==> src/rtl/pll_synth_pkg.sv <==
`default_nettype none
package pll_synth_pkg;
    // Register bus geometry.
    localparam int ADDR_W = 8;
    localparam int DATA_W = 32;

    // Counter widths and ratio limits.
    localparam int REF_W = 11;
    localparam int MAIN_W = 10;
    localparam int SW_W = 7;
    localparam logic [REF_W-1:0] REF_MIN = 11'h003;
    localparam logic [MAIN_W-1:0] MAIN_MIN = 10'h003;
    localparam logic [SW_W-1:0] SW_MIN = 7'h01;

    // Phase detector sizing, in system clock cycles of phase error.
    localparam int ERR_W = 8;
    localparam int FINE_W = 8;
    localparam logic [ERR_W-1:0] LOCK_WINDOW = 8'h04;
    localparam logic [ERR_W-1:0] ERR_MAX = 8'hFF;
    localparam logic [FINE_W-1:0] FINE_MID = 8'h80;
    localparam logic [ERR_W-1:0] FINE_SPAN = 8'h7F;

    // Register offsets.
    localparam logic [ADDR_W-1:0] REG_REF_RATIO = 8'h00;
    localparam logic [ADDR_W-1:0] REG_MAIN_RATIO = 8'h04;
    localparam logic [ADDR_W-1:0] REG_SWALLOW = 8'h08;
    localparam logic [ADDR_W-1:0] REG_CTRL = 8'h0C;
    localparam logic [ADDR_W-1:0] REG_STATUS = 8'h10;
    localparam logic [ADDR_W-1:0] REG_IRQ_STATUS = 8'h14;
    localparam logic [ADDR_W-1:0] REG_IRQ_ENABLE = 8'h18;
    localparam logic [ADDR_W-1:0] REG_IRQ_CLEAR = 8'h1C;

    // Field positions.
    localparam int CTRL_APPLY = 0;
    localparam int ST_LOCKED = 0;
    localparam int ST_COARSE_ON = 1;
    localparam int ST_MOD_SEL = 2;
    localparam int ST_FINE_LSB = 8;
    localparam int IRQ_W = 3;
    localparam int IRQ_LOCK_GAIN = 0;
    localparam int IRQ_LOCK_LOSS = 1;
    localparam int IRQ_RELOADED = 2;

    typedef enum {
        SEQ_RUN,
        SEQ_CLEARING,
        SEQ_LOADING
    } seq_t;
endpackage : pll_synth_pkg
`default_nettype wire

==> src/rtl/pll_synth_counter_chain.sv <==
`timescale 1ns/1ps
`default_nettype none
module pll_synth_counter_chain (
    // Clock and reset.
    input wire logic clock,
    input wire logic rst_n,
    // Register port.
    input wire logic [pll_synth_pkg::ADDR_W-1:0] address,
    input wire logic [pll_synth_pkg::DATA_W-1:0] writeData,
    input wire logic writeStrobe,
    input wire logic readStrobe,
    output logic [pll_synth_pkg::DATA_W-1:0] readData,
    // Divider clock pins.
    input wire logic oscIn,
    input wire logic prescalerIn,
    // Loop outputs.
    output logic prescalerModulusSelect,
    output logic coarseErrorOut,
    output logic coarseErrorOe,
    output logic lockIndicatorOut,
    output logic [pll_synth_pkg::FINE_W-1:0] fineErrorOut,
    // Interrupt.
    output logic irq
);
    import pll_synth_pkg::*;

    function automatic logic [REF_W-1:0] clampMin(input logic [REF_W-1:0] v,
                                                  input logic [REF_W-1:0] lo);
        clampMin = (v < lo) ? lo : v;
    endfunction : clampMin

    function automatic logic [FINE_W-1:0] fineValue(input logic [ERR_W-1:0] err,
                                                    input logic lead);
        logic [ERR_W-1:0] sat;
        sat = (err > FINE_SPAN) ? FINE_SPAN : err;
        fineValue = lead ? FINE_MID + sat : FINE_MID - sat;
    endfunction : fineValue

    // Pin synchronisers and rising-edge enables.
    logic [1:0] oscSync_q;
    logic [1:0] preSync_q;
    logic oscPrev_q;
    logic prePrev_q;
    logic oscEn;
    logic preEn;

    assign oscEn = oscSync_q[1] & ~oscPrev_q;
    assign preEn = preSync_q[1] & ~prePrev_q;

    always_ff @(posedge clock) begin
        if (!rst_n) begin
            oscSync_q <= 2'h0;
            preSync_q <= 2'h0;
            oscPrev_q <= 1'b0;
            prePrev_q <= 1'b0;
        end else begin
            oscSync_q <= {oscSync_q[0], oscIn};
            preSync_q <= {preSync_q[0], prescalerIn};
            oscPrev_q <= oscSync_q[1];
            prePrev_q <= preSync_q[1];
        end
    end

    // Register port decode.
    logic wrRef;
    logic wrMain;
    logic wrSw;
    logic wrApply;
    logic wrIrqEn;
    logic wrIrqClr;
    assign wrRef = writeStrobe && address == REG_REF_RATIO;
    assign wrMain = writeStrobe && address == REG_MAIN_RATIO;
    assign wrSw = writeStrobe && address == REG_SWALLOW;
    assign wrApply = writeStrobe && address == REG_CTRL && writeData[CTRL_APPLY];
    assign wrIrqEn = writeStrobe && address == REG_IRQ_ENABLE;
    assign wrIrqClr = writeStrobe && address == REG_IRQ_CLEAR;

    // Pending and active ratios.
    logic [REF_W-1:0] refPend_q;
    logic [MAIN_W-1:0] mainPend_q;
    logic [SW_W-1:0] swPend_q;
    logic [REF_W-1:0] refAct_q;
    logic [MAIN_W-1:0] mainAct_q;
    logic [SW_W-1:0] swAct_q;
    seq_t seq_q;
    logic counterClear;
    logic counterLoad;
    logic running;

    assign counterClear = (seq_q == SEQ_CLEARING);
    assign counterLoad = (seq_q == SEQ_LOADING);
    assign running = (seq_q == SEQ_RUN);

    always_ff @(posedge clock) begin
        if (!rst_n) begin
            refPend_q <= REF_MIN;
            mainPend_q <= MAIN_MIN;
            swPend_q <= SW_MIN;
        end else begin
            if (wrRef) refPend_q <= clampMin(writeData[REF_W-1:0], REF_MIN);
            if (wrMain) mainPend_q <= MAIN_W'(clampMin(REF_W'(writeData[MAIN_W-1:0]),
                                                       REF_W'(MAIN_MIN)));
            if (wrSw) swPend_q <= SW_W'(clampMin(REF_W'(writeData[SW_W-1:0]),
                                                 REF_W'(SW_MIN)));
        end
    end

    always_ff @(posedge clock) begin
        if (!rst_n) begin
            seq_q <= SEQ_CLEARING;
            refAct_q <= REF_MIN;
            mainAct_q <= MAIN_MIN;
            swAct_q <= SW_MIN;
        end else begin
            case (seq_q)
                SEQ_CLEARING: begin
                    refAct_q <= refPend_q;
                    mainAct_q <= mainPend_q;
                    swAct_q <= swPend_q;
                    seq_q <= SEQ_LOADING;
                end
                SEQ_LOADING: seq_q <= SEQ_RUN;
                default: if (wrApply) seq_q <= SEQ_CLEARING;
            endcase
        end
    end

    // Counter chains.
    logic rDone;
    logic aDone;
    logic mDone;
    logic aActive_q;
    logic half_q;
    logic refEvent;
    logic mainEvent;

    ratio_counter #(.W(REF_W)) refCounter (
        .clock(clock),
        .rst_n(rst_n),
        .clear(counterClear),
        .load(counterLoad),
        .tick(oscEn & running),
        .loadValue(refAct_q),
        .done(rDone)
    );

    ratio_counter #(.W(SW_W)) swallowCounter (
        .clock(clock),
        .rst_n(rst_n),
        .clear(counterClear),
        .load(counterLoad),
        .tick(preEn & running & aActive_q),
        .loadValue(swAct_q),
        .done(aDone)
    );

    ratio_counter #(.W(MAIN_W)) mainCounter (
        .clock(clock),
        .rst_n(rst_n),
        .clear(counterClear),
        .load(counterLoad),
        .tick(preEn & running),
        .loadValue(mainAct_q),
        .done(mDone)
    );

    assign refEvent = rDone & half_q;
    assign mainEvent = mDone;

    always_ff @(posedge clock) begin
        if (!rst_n || counterClear || counterLoad) begin
            prescalerModulusSelect <= 1'b0;
            aActive_q <= 1'b1;
            half_q <= 1'b0;
        end else begin
            half_q <= half_q ^ rDone;
            if (mDone) begin
                prescalerModulusSelect <= 1'b0;
                aActive_q <= 1'b1;
            end else if (aDone) begin
                prescalerModulusSelect <= 1'b1;
                aActive_q <= 1'b0;
            end
        end
    end

    // Phase/frequency detector.
    logic up_q;
    logic dn_q;
    logic [ERR_W-1:0] err_q;
    logic [FINE_W-1:0] hold_q;
    logic upNext;
    logic dnNext;
    logic endCmp;
    logic inWindow;
    logic coarseOn;

    assign upNext = up_q | refEvent;
    assign dnNext = dn_q | mainEvent;
    assign endCmp = upNext & dnNext;
    assign inWindow = (err_q < LOCK_WINDOW);
    assign coarseOn = (up_q | dn_q) & ~endCmp & ~inWindow;

    always_ff @(posedge clock) begin
        if (!rst_n || counterClear) begin
            up_q <= 1'b0;
            dn_q <= 1'b0;
            err_q <= '0;
        end else if (endCmp) begin
            up_q <= 1'b0;
            dn_q <= 1'b0;
            err_q <= '0;
        end else begin
            up_q <= upNext;
            dn_q <= dnNext;
            if ((up_q | dn_q) && err_q != ERR_MAX) err_q <= err_q + 1'b1;
        end
    end

    always_ff @(posedge clock) begin
        if (!rst_n) begin
            coarseErrorOut <= 1'b0;
            coarseErrorOe <= 1'b0;
            lockIndicatorOut <= 1'b1;
            hold_q <= FINE_MID;
            fineErrorOut <= FINE_MID;
        end else begin
            coarseErrorOut <= up_q;
            coarseErrorOe <= coarseOn;
            if (endCmp) begin
                lockIndicatorOut <= ~inWindow;
                hold_q <= fineValue(err_q, up_q);
            end
            if (refEvent) fineErrorOut <= hold_q;
        end
    end

    // Interrupt status, enable and clear; a new event beats a clear.
    logic [IRQ_W-1:0] irqStat_q;
    logic [IRQ_W-1:0] irqEn_q;
    logic [IRQ_W-1:0] irqSet;
    assign irqSet[IRQ_LOCK_GAIN] = endCmp & inWindow & lockIndicatorOut;
    assign irqSet[IRQ_LOCK_LOSS] = endCmp & ~inWindow & ~lockIndicatorOut;
    assign irqSet[IRQ_RELOADED] = counterLoad;

    always_ff @(posedge clock) begin
        if (!rst_n) begin
            irqStat_q <= '0;
            irqEn_q <= '0;
            irq <= 1'b0;
        end else begin
            irqStat_q <= (irqStat_q & ~(wrIrqClr ? writeData[IRQ_W-1:0] : '0)) | irqSet;
            if (wrIrqEn) irqEn_q <= writeData[IRQ_W-1:0];
            irq <= |(irqStat_q & irqEn_q);
        end
    end

    // Read data, valid in the cycle after the read strobe.
    logic [DATA_W-1:0] statusWord;
    logic [DATA_W-1:0] readData_d;
    assign statusWord = DATA_W'({fineErrorOut, {(ST_FINE_LSB - ST_MOD_SEL - 1){1'b0}},
                                 prescalerModulusSelect, coarseErrorOe, ~lockIndicatorOut});
    assign readData_d = !readStrobe ? '0 :
                        address == REG_REF_RATIO ? DATA_W'(refPend_q) :
                        address == REG_MAIN_RATIO ? DATA_W'(mainPend_q) :
                        address == REG_SWALLOW ? DATA_W'(swPend_q) :
                        address == REG_STATUS ? statusWord :
                        address == REG_IRQ_STATUS ? DATA_W'(irqStat_q) :
                        address == REG_IRQ_ENABLE ? DATA_W'(irqEn_q) : '0;

    always_ff @(posedge clock) begin
        if (!rst_n) begin
            readData <= '0;
        end else begin
            readData <= readData_d;
        end
    end

    // Checks; the helper counts reference completions since the last reference event.
    logic [1:0] refPasses_q;
    always_ff @(posedge clock) begin
        if (!rst_n || counterClear || counterLoad || refEvent) refPasses_q <= 2'h0;
        else if (rDone) refPasses_q <= refPasses_q + 2'h1;
    end
endmodule : pll_synth_counter_chain
`default_nettype wire

==> src/rtl/ratio_counter.sv <==
`timescale 1ns/1ps
`default_nettype none
module ratio_counter #(
    parameter int W = 11
) (
    // Clock and reset.
    input wire logic clock,
    input wire logic rst_n,
    // Control.
    input wire logic clear,
    input wire logic load,
    input wire logic tick,
    input wire logic [W-1:0] loadValue,
    // Completion of one count cycle.
    output logic done
);
    logic [W-1:0] count_q;
    logic [W-1:0] count_d;
    logic atOne;

    assign atOne = (count_q == W'(1));
    assign done = tick & atOne;
    // A zero state or a finished cycle reloads the ratio on the next tick.
    assign count_d = (atOne || count_q == '0) ? loadValue : count_q - W'(1);

    always_ff @(posedge clock) begin
        if (!rst_n || clear) begin
            count_q <= '0;
        end else if (load) begin
            count_q <= loadValue;
        end else if (tick) begin
            count_q <= count_d;
        end
    end
endmodule : ratio_counter
`default_nettype wire

==> config.mk <==
export PLATFORM = sky130hd
export DESIGN_NAME = pll_synth_counter_chain
export DESIGN_NICKNAME = d
export VERILOG_FILES = /design/src/rtl/pll_synth_pkg.sv /design/src/rtl/pll_synth_counter_chain.sv /design/src/rtl/ratio_counter.sv
export SDC_FILE = /design/constraint.sdc
export NUM_CORES = 1
export LEC_CHECK = 0
export BUFFER_PORTS_ARGS = -buffer_cell sky130_fd_sc_hd__buf_4
export CAP_MARGIN = 20
export CORE_UTILIZATION = 25
export CTS_BUF_LIST = sky130_fd_sc_hd__clkbuf_16
export DETAILED_ROUTE_END_ITERATION = 6
export PLACE_DENSITY = 0.45
export SLEW_MARGIN = 20
export SYNTH_ARGS = -nofsm -noshare
export SYNTH_HDL_FRONTEND = slang
export SYNTH_SLANG_ARGS = --single-unit
==> constraint.sdc <==
create_clock -name clock -period 3 [get_ports clock]
set_input_delay 0 -clock clock [delete_from_list [all_inputs] [get_ports clock]]
set_output_delay 0 -clock clock [all_outputs]
set_load 0.01 [all_outputs]
==> results.tsv <==
stage	metric	value	unit
run_status	status	complete, no violations	
clocking	hold buffers post-CTS	18	
placed_design	Post-Place Cells	1185	
timing	final hold vios	0	
clocking	H-Tree Depth	4	
floorplan	DIE AREA	0.0286	sq mm
worst_hold_path	worst hold start	address[0]	
timing	Final setup viols	0	
worst_hold_path	WHS Endpoint	mainPend_q[0]	
global_route	grt total ovfl	0	
floorplan	IO Pins	91	
pwr	Lkg Pwr	3.29	nW
timing	Rel. slew slack	0.478	
clocking	CTS tree	done	
clocking	post-CTS setup buffers	0	
detailed_routing	DR WL/cell	15.9	microns
clocking	Worst-path clk slew	70	ps
detailed_routing	Final ANT Viol Nets	0	
layout	diode count	0	
global_route	initial antenna violation count	0	
floorplan	Die X	169	microns
synth	Post-Syn Area	0.00697	sq mm
detailed_routing	routed wire length	19.6	mm
timing	max frequency	0.386	GHz
clocking	CTS root buffer	clkbuf_16	
detailed_routing	Remaining DRCs	0	
global_route	largest net degree at the start of global routing	56	
synth	Synth area leaders	dfxtp_1, mux2i_1, nor2b_1, nor2_1, nand2_1	
worst_hold_path	HP Class	input pin to flop	
timing	Setup TNS	0	ps
worst_setup_path	R2R Path Start	refCounter.count_q[7]	
synth	sequential share of the synthesized area	0.422	
detailed_routing	via count	5677	
worst_setup_path	FF-to-FF path depth	9	
layout	Area Overhead vs Synth	21.6	%
floorplan	die span in y	169	microns
pwr	Pwr per Cell Area	609	mW/mm^2
timing	min cycle time layout	2590	ps
clocking	TritonCTS buffer count	17	
floorplan	Placeable Area	0.0272	sq mm
worst_setup_path	endpoint class of the critical path	flop	
timing	worst slew pin tran	781	ps
floorplan	initial core utilization	0.256	
synth	Post-synth ARST share	0	
worst_hold_path	worst hold path cell count	4	
clocking	post-cts sizing count	0	
global_route	first-pass GRT wire length	31.3	mm
timing	crit share post-route	0.864	
synth	ys flop type	dfxtp_1	
detailed_routing	Iter 0 DRT Violations	298	
global_route	overall routing resource usage	0.142	
detailed_routing	router iterations before antenna repair	4	
layout	fin cells	1234	
synth	Cells after Synth	788	
worst_setup_path	Crit Path Category	flop to flop	
run	# Max-Cap Violations	0	
layout	layout cells sized above 1	0.151	
synth	Yosys warnings	0	
timing	clk_skew	17.6	ps
synth	Post-synth EDFFs	0	
placed_design	Final Wtd Congestion	0.804	
worst_setup_path	crit path launch type	flop	
worst_setup_path	FF-to-FF End	hold_q[3]	
clocking	clock latency on the worst-skew pair	430	ps
synth	top-area cell type share of the netlist area	0.422	
layout	Post-layout nets	911	
placed_design	hpwl dp	14.1	mm
clocking	CTS Buffer Depth	2	
global_route	number of global-route vias before repair	5531	
synth	cell taking the most area after synthesis	dfxtp_1	
synth	Yosys reg bits	147	
placed_design	I/O Buffers	53	
synth	syn avg cell area	8.85	sq um
floorplan	row count	60	
clocking	CTS sink count	147	
synth	synth unique cells	71	
worst_setup_path	Req. time, crit path	3360	ps
worst_setup_path	R2R Setup Slk	410	ps
detailed_routing	Avg Vias per Cell	4.60	
timing	Pins Over Slew Limit	0	
worst_setup_path	worst-path fanout max	13	
timing	RSZ-0062 raised after global routing	false	
pwr	Peak VDD IR	0.000355	V
worst_setup_path	Data arrival, critical path	2950	ps
[state kept, by name (all words and copies together) (netlist names), 8 cells and up]
name and cells:
refAct_q 11, readData 16, mainCounter.count_q 10, mainPend_q 10, refPend_q 11, hold_q 8
fineErrorOut 8, refCounter.count_q 11, err_q 8, mainAct_q 10
[kinds of logic after synthesis]
kind of cell / after synthesis / synth area share
xor gates and xnor gates: 8 / 0.0101
AOI/OAI and AO/OA: 141 / 0.144
and+or+nand+nor: 331 / 0.251
other: 1 / 0.000538
buffers and inverters: 82 / 0.0539
adders and majority gates: 15 / 0.0269
muxes: 63 / 0.0914
DFF: 147 / 0.422
[stage by stage]
step	util	hold WS, ps	setup slack [ps]	area (sq um)	power, W
after floorplan	-	127	385	7030	0.00280
after global placement	0.284	212	420	7730	0.00309
after detailed placement	0.284	212	384	7730	0.00309
after CTS	0.312	37.4	378	8480	0.00522
after global routing	0.312	65.3	191	8480	0.00541
final	0.312	53.9	409	8480	0.00516
[metal layers]
metal | vias up | wire, microns | global-route usage
met4 | 0 | 374 | 0.0470
met2 | 81 | 8870 | 0.224
li1 | 2912 | - | -
met5 | - | 0 | 0
met3 | 26 | 470 | 0.0255
met1 | 2658 | 9880 | 0.193
[how the worst max path moves through the flow]
stage          slack (ps)            to              startpoint
2_1_floorplan         390  irqStat_q[1]   refCounter.count_q[4]
3_3_place_gp          420     hold_q[3]   refCounter.count_q[7]
3_5_place_dp          380     hold_q[6]   refCounter.count_q[7]
4_1_cts               380     hold_q[3]   refCounter.count_q[7]
5_1_grt               190     hold_q[3]  refCounter.count_q[10]
6_report              410     hold_q[3]   refCounter.count_q[7]
[worst max-delay path, stage by stage (launching register included)]
cell	delay, ps
dfxtp_1	350
or4_4	560
or2_2	310
nor2_1	250
ha_1	260
nor2_1	120
nor2_4	310
buf_4	210
nand3_1	70
o21ai_0	90
[cell type report]
cell class	instances	area [sq um]
inverter	21	78.8
tap	372	465
timing repair buffer	89	713
fill	2945	18700
sequential	147	2940
multi-input combinational	574	3710
clock buffer	17	425
clock inverter	14	143
[synth_stat cells (3+ instances only)]
master,count
nor2_1,66
and2_1,14
xnor2_1,6
or3_1,6
o211a_1,3
nor3_1,24
mux2_2,5
o21ai_0,28
inv_1,21
o2111ai_1,3
nor4_1,9
ha_1,15
a21oi_1,28
o311a_1,3
nor3b_1,4
or4_1,7
nand2b_1,7
dfxtp_1,147
nand3_1,42
buf_4,17
a211oi_1,3
and3_1,4
o221a_2,4
nor2b_1,59
mux2i_1,58
o211ai_1,6
a21o_1,3
a22oi_1,7
o31ai_1,8
nand4_1,3
or4b_2,3
a221oi_1,9
buf_2,3
nand2_1,64
clkbuf_1,39
a31oi_1,14
[report_power, final]
| part | total [W] | switching, W | leakage, nW | internal (W) |
|---|---|---|---|---|
| sequential | 0.00202 | 0.0000327 | 1.19 | 0.00199 |
| clock | 0.00210 | 0.000943 | 0.263 | 0.00116 |
| combinational | 0.00104 | 0.000648 | 1.84 | 0.000388 |
| total | 0.00516 | 0.00162 | 3.29 | 0.00354 |
[placed cells by master (no fill, tap or decap), drive strengths merged, types with 5 or more instances in the layout]
cell type / Yosys / routed
mux2: 5 / 5
or3: 6 / 6
and2: 15 / 15
buf: 22 / 71
clkinvlp: 0 / 5
nand2: 64 / 64
nor2b: 59 / 59
conb: 1 / 16
ha: 15 / 15
a22oi: 7 / 7
inv: 21 / 28
a21oi: 28 / 28
nand3: 42 / 42
o31ai: 8 / 8
dfxtp: 147 / 147
o21ai: 29 / 29
dlygate4sd3: 0 / 18
xnor2: 6 / 6
or4: 9 / 9
nand2b: 7 / 7
nor4: 10 / 10
nor3: 26 / 26
clkbuf: 39 / 17
a31oi: 14 / 14
a221oi: 9 / 9
o211ai: 6 / 6
mux2i: 58 / 58
nor2: 67 / 67
No activity file was read; power rests on OpenSTA's default activity.
